===== src/design/undef_abort_pkg.sv =====
// Purpose: Shared constants and stage records for the undefined-instruction
//          and abort-restore block.
// Assumes: 32-bit instruction words, core clock only.
// Notes:   Field positions name the low bit of each instruction field.
package undef_abort_pkg;

   localparam int unsigned WORD_W = 32;

   // ****************************************************************
   // Instruction field positions
   // ****************************************************************
   localparam int unsigned RD_LSB = 12;
   localparam int unsigned BASE_LSB = 16;
   localparam int unsigned CP_NUM_LSB = 8;
   localparam int unsigned LOAD_BIT = 20;
   localparam int unsigned WB_BIT = 21;
   localparam int unsigned PRE_BIT = 24;
   localparam int unsigned PC_LIST_BIT = 15;

   // ****************************************************************
   // Encodings and values
   // ****************************************************************
   localparam logic [2:0] UNDEF_SPACE_OP = 3'h3;
   localparam logic [3:0] SYS_CTRL_CP_NUM = 4'hf;
   localparam logic [3:0] PC_REG = 4'hf;
   localparam logic [WORD_W-1:0] PC_STORE_OFFSET = 32'h0000000c;

   // ****************************************************************
   // Stage records
   // ****************************************************************
   typedef struct packed {
      logic valid;
      logic [WORD_W-1:0] instr;
      logic [WORD_W-1:0] addr;
   } front_s;

   typedef struct packed {
      logic valid;
      logic undef_fixed;
      logic needs_priv;
      logic pc_store;
      logic base_wb;
      logic [3:0] base_reg;
      logic [WORD_W-1:0] addr;
   } exec_s;

   typedef struct packed {
      logic valid;
      logic base_wb;
      logic [3:0] base_reg;
      logic [WORD_W-1:0] base_value;
      logic [WORD_W-1:0] addr;
   } mem_s;

endpackage


===== src/design/instr_class_if.sv =====
// Purpose: Carries a decode-stage word to the classifier and its verdict back.
// Assumes: Purely combinational path inside one clock domain.
// Notes:   None.
`timescale 1ns/1ps
`default_nettype none
interface instr_class_if;
   import undef_abort_pkg::*;
   logic [WORD_W-1:0] instr;
   logic undef_fixed;
   logic needs_priv;
   logic pc_store;
   logic base_wb;
   logic [3:0] base_reg;

   modport classifier (
      input instr,
      output undef_fixed,
      output needs_priv,
      output pc_store,
      output base_wb,
      output base_reg
   );
   modport pipe (
      output instr,
      input undef_fixed,
      input needs_priv,
      input pc_store,
      input base_wb,
      input base_reg
   );
endinterface
`default_nettype wire


===== src/design/instr_classifier.sv =====
// Purpose: Sorts one instruction word into undefined spaces, privileged
//          coprocessor transfers, program-counter stores and base writeback.
// Assumes: Word is a 32-bit instruction; condition is judged elsewhere.
// Notes:   Combinational only.
`timescale 1ns/1ps
`default_nettype none
module instr_classifier
   import undef_abort_pkg::*;
(
   instr_class_if.classifier cls
);

   logic [WORD_W-1:0] i;
   logic undef_space, arith_undef, ctrl_space, ctrl_def, ls_space, ls_def, swap;
   logic cp_ext, system_control_coprocessor, cp_mem, cp_data, cp_reg, single, multi;

   always_comb begin
      i = cls.instr;
      undef_space = (i[27:25] == UNDEF_SPACE_OP) && i[4];
      arith_undef = (i[27:24] == 4'h0) && (i[7:4] == 4'h9) && (i[23:22] == 2'h1);
      ctrl_space = (i[27:26] == 2'h0) && (i[24:23] == 2'h2) && !i[20]
                   && !(!i[25] && i[7] && i[4]);
      ctrl_def = (!i[25] && (i[11:4] == 8'h00)) || (i[25] && i[21])
                 || (i[27:4] == 24'h12fff1);
      ls_space = (i[27:25] == 3'h0) && i[7] && i[4] && !((i[6:5] == 2'h0) && !i[24]);
      swap = (i[6:5] == 2'h0) && !i[23] && (i[21:20] == 2'h0) && (i[11:8] == 4'h0);
      ls_def = (i[6:5] == 2'h1) || (i[6] && i[LOAD_BIT]) || swap;
      cp_ext = (i[27:23] == 5'h18) && !i[21];
      system_control_coprocessor = (i[CP_NUM_LSB +: 4] == SYS_CTRL_CP_NUM);
      cp_mem = (i[27:25] == 3'h6) && !cp_ext;
      cp_data = (i[27:24] == 4'he) && !i[4];
      cp_reg = (i[27:24] == 4'he) && i[4];
      single = (i[27:26] == 2'h1) && !undef_space;
      multi = (i[27:25] == 3'h4);

      cls.undef_fixed = undef_space || arith_undef || (ctrl_space && !ctrl_def)
                        || (ls_space && !ls_def) || cp_ext
                        || (system_control_coprocessor && (cp_data || cp_mem));
      cls.needs_priv = system_control_coprocessor && cp_reg;
      cls.pc_store = (single && !i[LOAD_BIT] && (i[RD_LSB +: 4] == PC_REG))
                     || (multi && !i[LOAD_BIT] && i[PC_LIST_BIT]);
      cls.base_wb = (single && (!i[PRE_BIT] || i[WB_BIT]))
                    || (multi && i[WB_BIT])
                    || (ls_space && ls_def && !swap && (!i[PRE_BIT] || i[WB_BIT]))
                    || (cp_mem && i[WB_BIT]);
      cls.base_reg = i[BASE_LSB +: 4];
   end

endmodule // instr_classifier
`default_nettype wire


===== src/design/undef_decode_abort_restore.sv =====
// Purpose: Tracks instructions through a five-stage pipeline, raises the
//          undefined-instruction exception, restores the base register on a
//          data abort and supplies the value stored for a program counter.
// Assumes: Core supplies condition result, mode and base value at execute.
// Notes:   Summary of operation below.
// Summary of operation
// - Instructions move in order through fetch, decode, execute, memory, write-back.
// - Bits 27..25 equal 011 with bit 4 set is undefined.
// - Unused encodings in the arithmetic, control and load/store extension spaces, and the whole coprocessor extension space, are undefined.
// - Data abort in memory access restores base register's prior value.
// - Storing the program counter directly stores instruction address plus 12.
// - System coprocessor data/load/store ops trap; unprivileged transfers trap.
`timescale 1ns/1ps
`default_nettype none
module undef_decode_abort_restore
   import undef_abort_pkg::*;
(
   input wire logic sys_clk_i,
   input wire logic reset_i,
   input wire logic fetch_valid_i,
   input wire logic [WORD_W-1:0] fetch_instr_i,
   input wire logic [WORD_W-1:0] fetch_addr_i,
   input wire logic stall_i,
   input wire logic flush_i,
   input wire logic cond_pass_i,
   input wire logic privileged_i,
   input wire logic [WORD_W-1:0] base_value_i,
   input wire logic data_abort_i,
   output logic exec_valid_o,
   output logic [3:0] exec_base_reg_o,
   output logic undef_o,
   output logic [WORD_W-1:0] undef_addr_o,
   output logic restore_o,
   output logic [3:0] restore_reg_o,
   output logic [WORD_W-1:0] restore_value_o,
   output logic pc_store_o,
   output logic [WORD_W-1:0] pc_store_value_o,
   output logic retire_o,
   output logic [WORD_W-1:0] retire_addr_o
);

   // ****************************************************************
   // Helpers
   // ****************************************************************
   // Data outputs other than exec_base_reg_o keep their last value between pulses of their group
   function automatic logic [WORD_W-1:0] take_word(input logic load,
                                                  input logic [WORD_W-1:0] fresh,
                                                  input logic [WORD_W-1:0] held);
      take_word = load ? fresh : held;
   endfunction

   function automatic logic [3:0] take_index(input logic load,
                                             input logic [3:0] fresh,
                                             input logic [3:0] held);
      take_index = load ? fresh : held;
   endfunction

   // Value written out when the program counter itself is stored
   function automatic logic [WORD_W-1:0] stored_pc(input logic [WORD_W-1:0] instr_addr);
      stored_pc = WORD_W'(instr_addr + PC_STORE_OFFSET);
   endfunction

   // ****************************************************************
   // Pipeline stages
   // ****************************************************************
   front_s fe, de, next_fe, next_de;
   exec_s ex, next_ex;
   mem_s me, next_me;
   logic fire, undef_hit, abort_hit;

   instr_class_if cls_if ();

   instr_classifier u_classifier (
      .cls(cls_if.classifier)
   );

   // Classifier judges the word held in decode
   assign cls_if.instr = de.instr;

   // ****************************************************************
   // Execute judgement
   // ****************************************************************
   always_comb begin
      fire = ex.valid && !stall_i && !flush_i && cond_pass_i;
      undef_hit = fire && (ex.undef_fixed || (ex.needs_priv && !privileged_i));
      abort_hit = me.valid && data_abort_i;
   end

   // ****************************************************************
   // Fetch and decode
   // ****************************************************************
   always_comb begin
      next_fe = fe;
      next_de = de;
      if (!stall_i) begin
         next_fe.valid = fetch_valid_i;
         next_fe.instr = fetch_instr_i;
         next_fe.addr = fetch_addr_i;
         next_de = fe;
      end
      // Flush wins over stall
      if (flush_i) begin
         next_fe.valid = 1'b0;
         next_de.valid = 1'b0;
      end
   end

   always_ff @(posedge sys_clk_i or posedge reset_i) begin
      if (reset_i) begin
         fe <= '0;
         de <= '0;
      end else begin
         fe <= next_fe;
         de <= next_de;
      end
   end

   // ****************************************************************
   // Execute
   // ****************************************************************
   always_comb begin
      next_ex = ex;
      // decode verdict travels with its word
      // Stalled word stays and is judged again
      if (!stall_i) begin
         next_ex.valid = de.valid;
         next_ex.undef_fixed = cls_if.undef_fixed;
         next_ex.needs_priv = cls_if.needs_priv;
         next_ex.pc_store = cls_if.pc_store;
         next_ex.base_wb = cls_if.base_wb;
         next_ex.base_reg = cls_if.base_reg;
         next_ex.addr = de.addr;
      end
      // Memory and write-back are already committed; only younger stages die
      if (flush_i) begin
         next_ex.valid = 1'b0;
      end
   end

   always_ff @(posedge sys_clk_i or posedge reset_i) begin
      if (reset_i) begin
         ex <= '0;
      end else begin
         ex <= next_ex;
      end
   end

   // ****************************************************************
   // Memory access
   // ****************************************************************
   always_comb begin
      next_me = '0;
      // A trapped or flushed instruction never reaches memory; a stalled one waits in execute
      next_me.valid = fire && !undef_hit;
      next_me.base_wb = ex.base_wb;
      next_me.base_reg = ex.base_reg;
      next_me.base_value = base_value_i;
      next_me.addr = ex.addr;
   end

   always_ff @(posedge sys_clk_i or posedge reset_i) begin
      if (reset_i) begin
         me <= '0;
      end else begin
         me <= next_me;
      end
   end

   // ****************************************************************
   // Output registers
   // ****************************************************************
   logic next_undef, next_restore, next_pc_store, next_retire;
   logic [WORD_W-1:0] next_undef_addr, next_restore_value, next_pc_store_value;
   logic [WORD_W-1:0] next_retire_addr;
   logic [3:0] next_restore_reg;

   always_comb begin
      next_undef = undef_hit;
      next_undef_addr = take_word(undef_hit, ex.addr, undef_addr_o);
      next_restore = abort_hit && me.base_wb;
      next_restore_reg = take_index(next_restore, me.base_reg, restore_reg_o);
      next_restore_value = take_word(next_restore, me.base_value, restore_value_o);
      next_pc_store = next_me.valid && ex.pc_store;
      next_pc_store_value = take_word(next_pc_store, stored_pc(ex.addr), pc_store_value_o);
      // Aborted instructions do not retire
      next_retire = me.valid && !data_abort_i;
      next_retire_addr = take_word(next_retire, me.addr, retire_addr_o);
   end

   always_ff @(posedge sys_clk_i or posedge reset_i) begin
      if (reset_i) begin
         exec_valid_o <= 1'b0;
         exec_base_reg_o <= 4'h0;
         undef_o <= 1'b0;
         undef_addr_o <= '0;
         restore_o <= 1'b0;
         restore_reg_o <= 4'h0;
         restore_value_o <= '0;
         pc_store_o <= 1'b0;
         pc_store_value_o <= '0;
         retire_o <= 1'b0;
         retire_addr_o <= '0;
      end else begin
         exec_valid_o <= next_ex.valid;
         exec_base_reg_o <= next_ex.base_reg;
         undef_o <= next_undef;
         undef_addr_o <= next_undef_addr;
         restore_o <= next_restore;
         restore_reg_o <= next_restore_reg;
         restore_value_o <= next_restore_value;
         pc_store_o <= next_pc_store;
         pc_store_value_o <= next_pc_store_value;
         retire_o <= next_retire;
         retire_addr_o <= next_retire_addr;
      end
   end

endmodule // undef_decode_abort_restore
`default_nettype wire


===== config.mk =====
export PLATFORM = sky130hd
export DESIGN_NAME = undef_decode_abort_restore
export DESIGN_NICKNAME = d
export VERILOG_FILES = /design/src/design/undef_abort_pkg.sv /design/src/design/instr_class_if.sv /design/src/design/instr_classifier.sv /design/src/design/undef_decode_abort_restore.sv
export SDC_FILE = /design/constraint.sdc
export NUM_CORES = 1
export LEC_CHECK = 0
export BUFFER_PORTS_ARGS = -buffer_cell sky130_fd_sc_hd__buf_2
export CAP_MARGIN = 20
export CORE_AREA = 2 2 171 173
export DETAILED_ROUTE_END_ITERATION = 12
export DIE_AREA = 0 0 173 175
export PLACE_DENSITY = 0.72
export SYNTH_ARGS = -nofsm -noshare
export SYNTH_HDL_FRONTEND = slang
export SYNTH_HIERARCHICAL = 1
export SYNTH_SLANG_ARGS = --single-unit

===== constraint.sdc =====
create_clock -name sys_clk_i -period 20.4 [get_ports sys_clk_i]
set_input_delay 1.02 -clock sys_clk_i [delete_from_list [all_inputs] [get_ports sys_clk_i]]
set_output_delay 1.02 -clock sys_clk_i [all_outputs]
set_load 0.01 [all_outputs]

======== Word level (Yosys, flattened, before mapping) ========
Index checks and enable logic that the tools add are counted.
word-level totals
  flip-flop bits (word level) ............. 377
  latch bits .............................. 0
  memory bits (writable) .................. 0
  memory bits (read-only) ................. 0
  input bits .............................. 104
  output and inout bits ................... 141
  logic and storage cells ................. 136
  memories ................................ 0
operators by class
  add/sub/neg operators ................... 1
  multipliers ............................. 0
  divide/modulo/power cells ............... 0
  $lt $le $gt $ge ......................... 0
  eq/ne operators ......................... 14
  shifts and indexed selects .............. 0
  multiplexer cells ....................... 6
  bitwise operators ....................... 0
  reductions and logical operators ........ 88
operators with widths
  kind                   number
  $mux 65                2
  $logic_and 1x1->1      47
  $mux 41                1
  $add 32x4->32 const B  1
  $eq 24x21->1 const B   1
  $logic_not 1->1        18
  $eq 4x4->1 const B     4
  $logic_or 1x1->1       16
  $logic_not 4->1        2
  $logic_not 8->1        1
  $eq 2x1->1 const B     3
  $eq 3x3->1 const B     2
  $logic_not 2->1        3
  $eq 5x5->1 const B     1
  $eq 3x2->1 const B     1
  $logic_not 3->1        1
  $mux 1                 3
  $eq 2x2->1 const B     1
  $ne 2x1->1 const B     1

======== Depth between registers and ports, before layout ========
  word-level depth ........................ 12
  gate-level depth with buffers ........... 8
  gate-level depth less buffers ........... 7

======== By module ========
Netlist, hierarchy kept.
modules (own cells, without submodules)
  module                      times used  cells each  area each (um^2)  seq. area each (um^2)
  undef_decode_abort_restore  1           903         13,658.1          9,434.0
  instr_classifier            1           50          325.3             0.0

======== Worst setup path after synthesis ========
Ideal clock, no wire load.
  path kind ............................... input -> register
  from .................................... input stall_i
  to ...................................... register de[0] (netlist bit)
  setup time .............................. 0.125 ns
  arrival ................................. 2.015 ns
  data required time ...................... 20.275 ns
  setup slack ............................. 18.260 ns
  cell stages on the path ................. 4
  buffers on the path ..................... 3
  cell sequence ........................... buf_2 clkbuf_1 buf_2 mux2_2
RTL lines
  element               RTL line                           text
  from (decl)           undef_decode_abort_restore.sv:23   input wire logic stall_i,
  to (signal assigned)  undef_decode_abort_restore.sv:114  de <= next_de;
  to (decl)             undef_decode_abort_restore.sv:66   front_s fe, de, next_fe, next_de;
No word-level cell between the ends.

======== Final worst setup path ========
  from .................................... input stall_i
  to ...................................... register undef_addr_o[27]
on the way
  longest elaborated chain between the ends .. 5
RTL lines
  element                         RTL line                           text
  $logic_not 1->1                 n/a
  $logic_and 1x1->1 (3 in a row)  undef_decode_abort_restore.sv:84   fire = ex.valid && !stall_i && !flush_i && cond_pass_i;
  $logic_and 1x1->1               undef_decode_abort_restore.sv:85   undef_hit = fire && (ex.undef_fixed || (ex.needs_priv && !privileged_i));
  to (signal assigned)            undef_decode_abort_restore.sv:207  undef_addr_o <= next_undef_addr;
  to (decl)                       undef_decode_abort_restore.sv:32   output logic [WORD_W-1:0] undef_addr_o,
No other way between the ends.
A chain may end at the register's enable or synchronous reset.

==> flow_summary.toml <==
[run_status]
status = "finished clean"

[grt]
overflow = 0
use_met2_pct = 28.4
grt_pass1_vias = 7686
antenna_found_initial = 2
top_usage_layer = "met2"
grt_pass1_wl_um = 41400
gr-usage-all-layers_pct = 17.0
grt_max_degree = 154
use_met3_pct = 3.22
grt_use_met1_pct = 22.6

[worst_setup_path]
worstSetupEndpointType = "flip-flop"
crit_path_start_kind = "input pin"
critical_path_class = "input pin to flip-flop"
critical_path_arrival_ps = 3330
required_ps = 20790
crit_fanout = 78

[timing]
finalMaxSlewViolations = 0
rsz0062_at_grt = "false"
fin_crit_sh_pct = 14.4
period_minus_slack_ps = 2940
max_freq_mhz = 340
worstMarginPinSlew_ps = 1050
fin_tns_setup_ps = 0
final_hold_viol_count = 0
max_slew_margin_pct = 30.3
setup_viol_count_final = 0
clock_skew_ps = 14.2

[clock_network]
clkSinkCount = 361
postCtsSetupBuffers = 0
cts_buffer_depth = 3
clk_pin_slew_worst_paths_ps = 60
cts_htree_levels = 2
clkLatencyLatePin_ps = 500
cts_tree = "done"
cts_buffers = 38
cts_resized = 0
cts_root_buf = "clkbuf_16"
hold_buffers = 0

[logic_synthesis]
synth_area_um2 = 13400
avgSynthCellArea_um2 = 14.6
yosys_warnings = 6
netlist_instances = 921
syn_nets = 1026

[pwr]
p_leak_nw = 8.02
powerDensity_nw_per_um2 = 99.5
max-vdd-ir-drop_v = 0.0000602

[min_path]
min_path_type = "flip-flop to flip-flop"

[drt]
wl_um = 25700
wl_per_cell_um = 16.4
drc = 0
vias = 7687
drt_pass1_iterations = 6
vias_per_cell = 4.91
ant_nets = 0
drt_iter0_drc = 376

[floorplanning]
die_w_um = 173
row_count = 62
fp.dieArea_um2 = 30300
dieHeight_um = 175
start_util_pct = 47.2
core_um2 = 28400
top_level_ports = 245

[layout]
fin_nets = 1257
drive_above_1_share_pct = 45.8
syn_to_final_growth_pct = 20.1
mostFrequentLayoutCell = "dfrtp_1"
fin_area_um2 = 16100
fin_cells = 1567
final_cell_mix = "dfrtp_1 (361), buf_2 (235), mux2_2 (225), nand2_1 (126), clkbuf_16 (39)"

[place]
io_buffers = 236
dp.cells = 1496
placed_area_um2 = 14900
gp_congestion = 0.785
dpl.hpwl_um = 16900

[job]
cap_viol_max_count = 0
[registers in the layout, indices dropped and copies added (netlist names), 24 cells and up]
signal,count
me,70
retire_addr_o,32
ex,36
de,33
fe,57
restore_value_o,32
cls_if.instr,24
undef_addr_o,32
pc_store_value_o,32
[metrics by stage]
stage               power, mW  hold WS (ps)  util [%]  setup slack [ps]
finish                   1.60           383      56.7             17460
global route             1.67           405      56.7             17150
CTS                      1.62           382      56.6             17420
detailed placement      0.962           371      52.4             16910
global placement        0.954           365      52.3             16800
floorplan               0.920           349         -              9360
[routing by layer]
metal,part of all wire (%),wire (um)
met5,0,0
met4,2.4,616
met3,4.4,1140
met2,49,12700
met1,44,11300
[critical path, stage by stage]
cell and delay (ps):
buf_6 500, nand4bb_4 280, o21bai_4 440, inv_1 590, buf_8 310, nand2_1 80, nand2_1 60
[layout make-up]
| cell class | instances | area, um^2 |
|---|---|---|
| fill | 2373 | 12300 |
| sequential | 361 | 9030 |
| multi-input combinational | 501 | 4070 |
| timing repair buffer | 242 | 1250 |
| clock buffer | 56 | 1120 |
| tap | 384 | 480 |
| clock inverter | 11 | 88.8 |
| inverter | 8 | 37.5 |
| antenna | 4 | 10.0 |
[where the power goes]
group / internal [mW] / switching [mW] / leakage, nW
sequential: 0.782 / 0.0504 / 4.55
clock: 0.393 / 0.262 / 0.595
combinational: 0.0634 / 0.0508 / 2.87
total: 1.24 / 0.363 / 8.02
[path summary, 6_finish.rpt]
path                         start                 to  slack [ps]  cells after the start
max reg2reg                 ex[38]   undef_addr_o[27]       17890                      6
min in group asynchronous  reset_i  retire_addr_o[25]         670                      2
max                        stall_i   undef_addr_o[27]       17460                      7
min                         ex[36]             me[68]         380                      0
min reg2reg                 ex[36]             me[68]         380                      0
max in group asynchronous  reset_i       exec_valid_o       17680                      4
No activity file was read; power rests on OpenSTA's default activity.
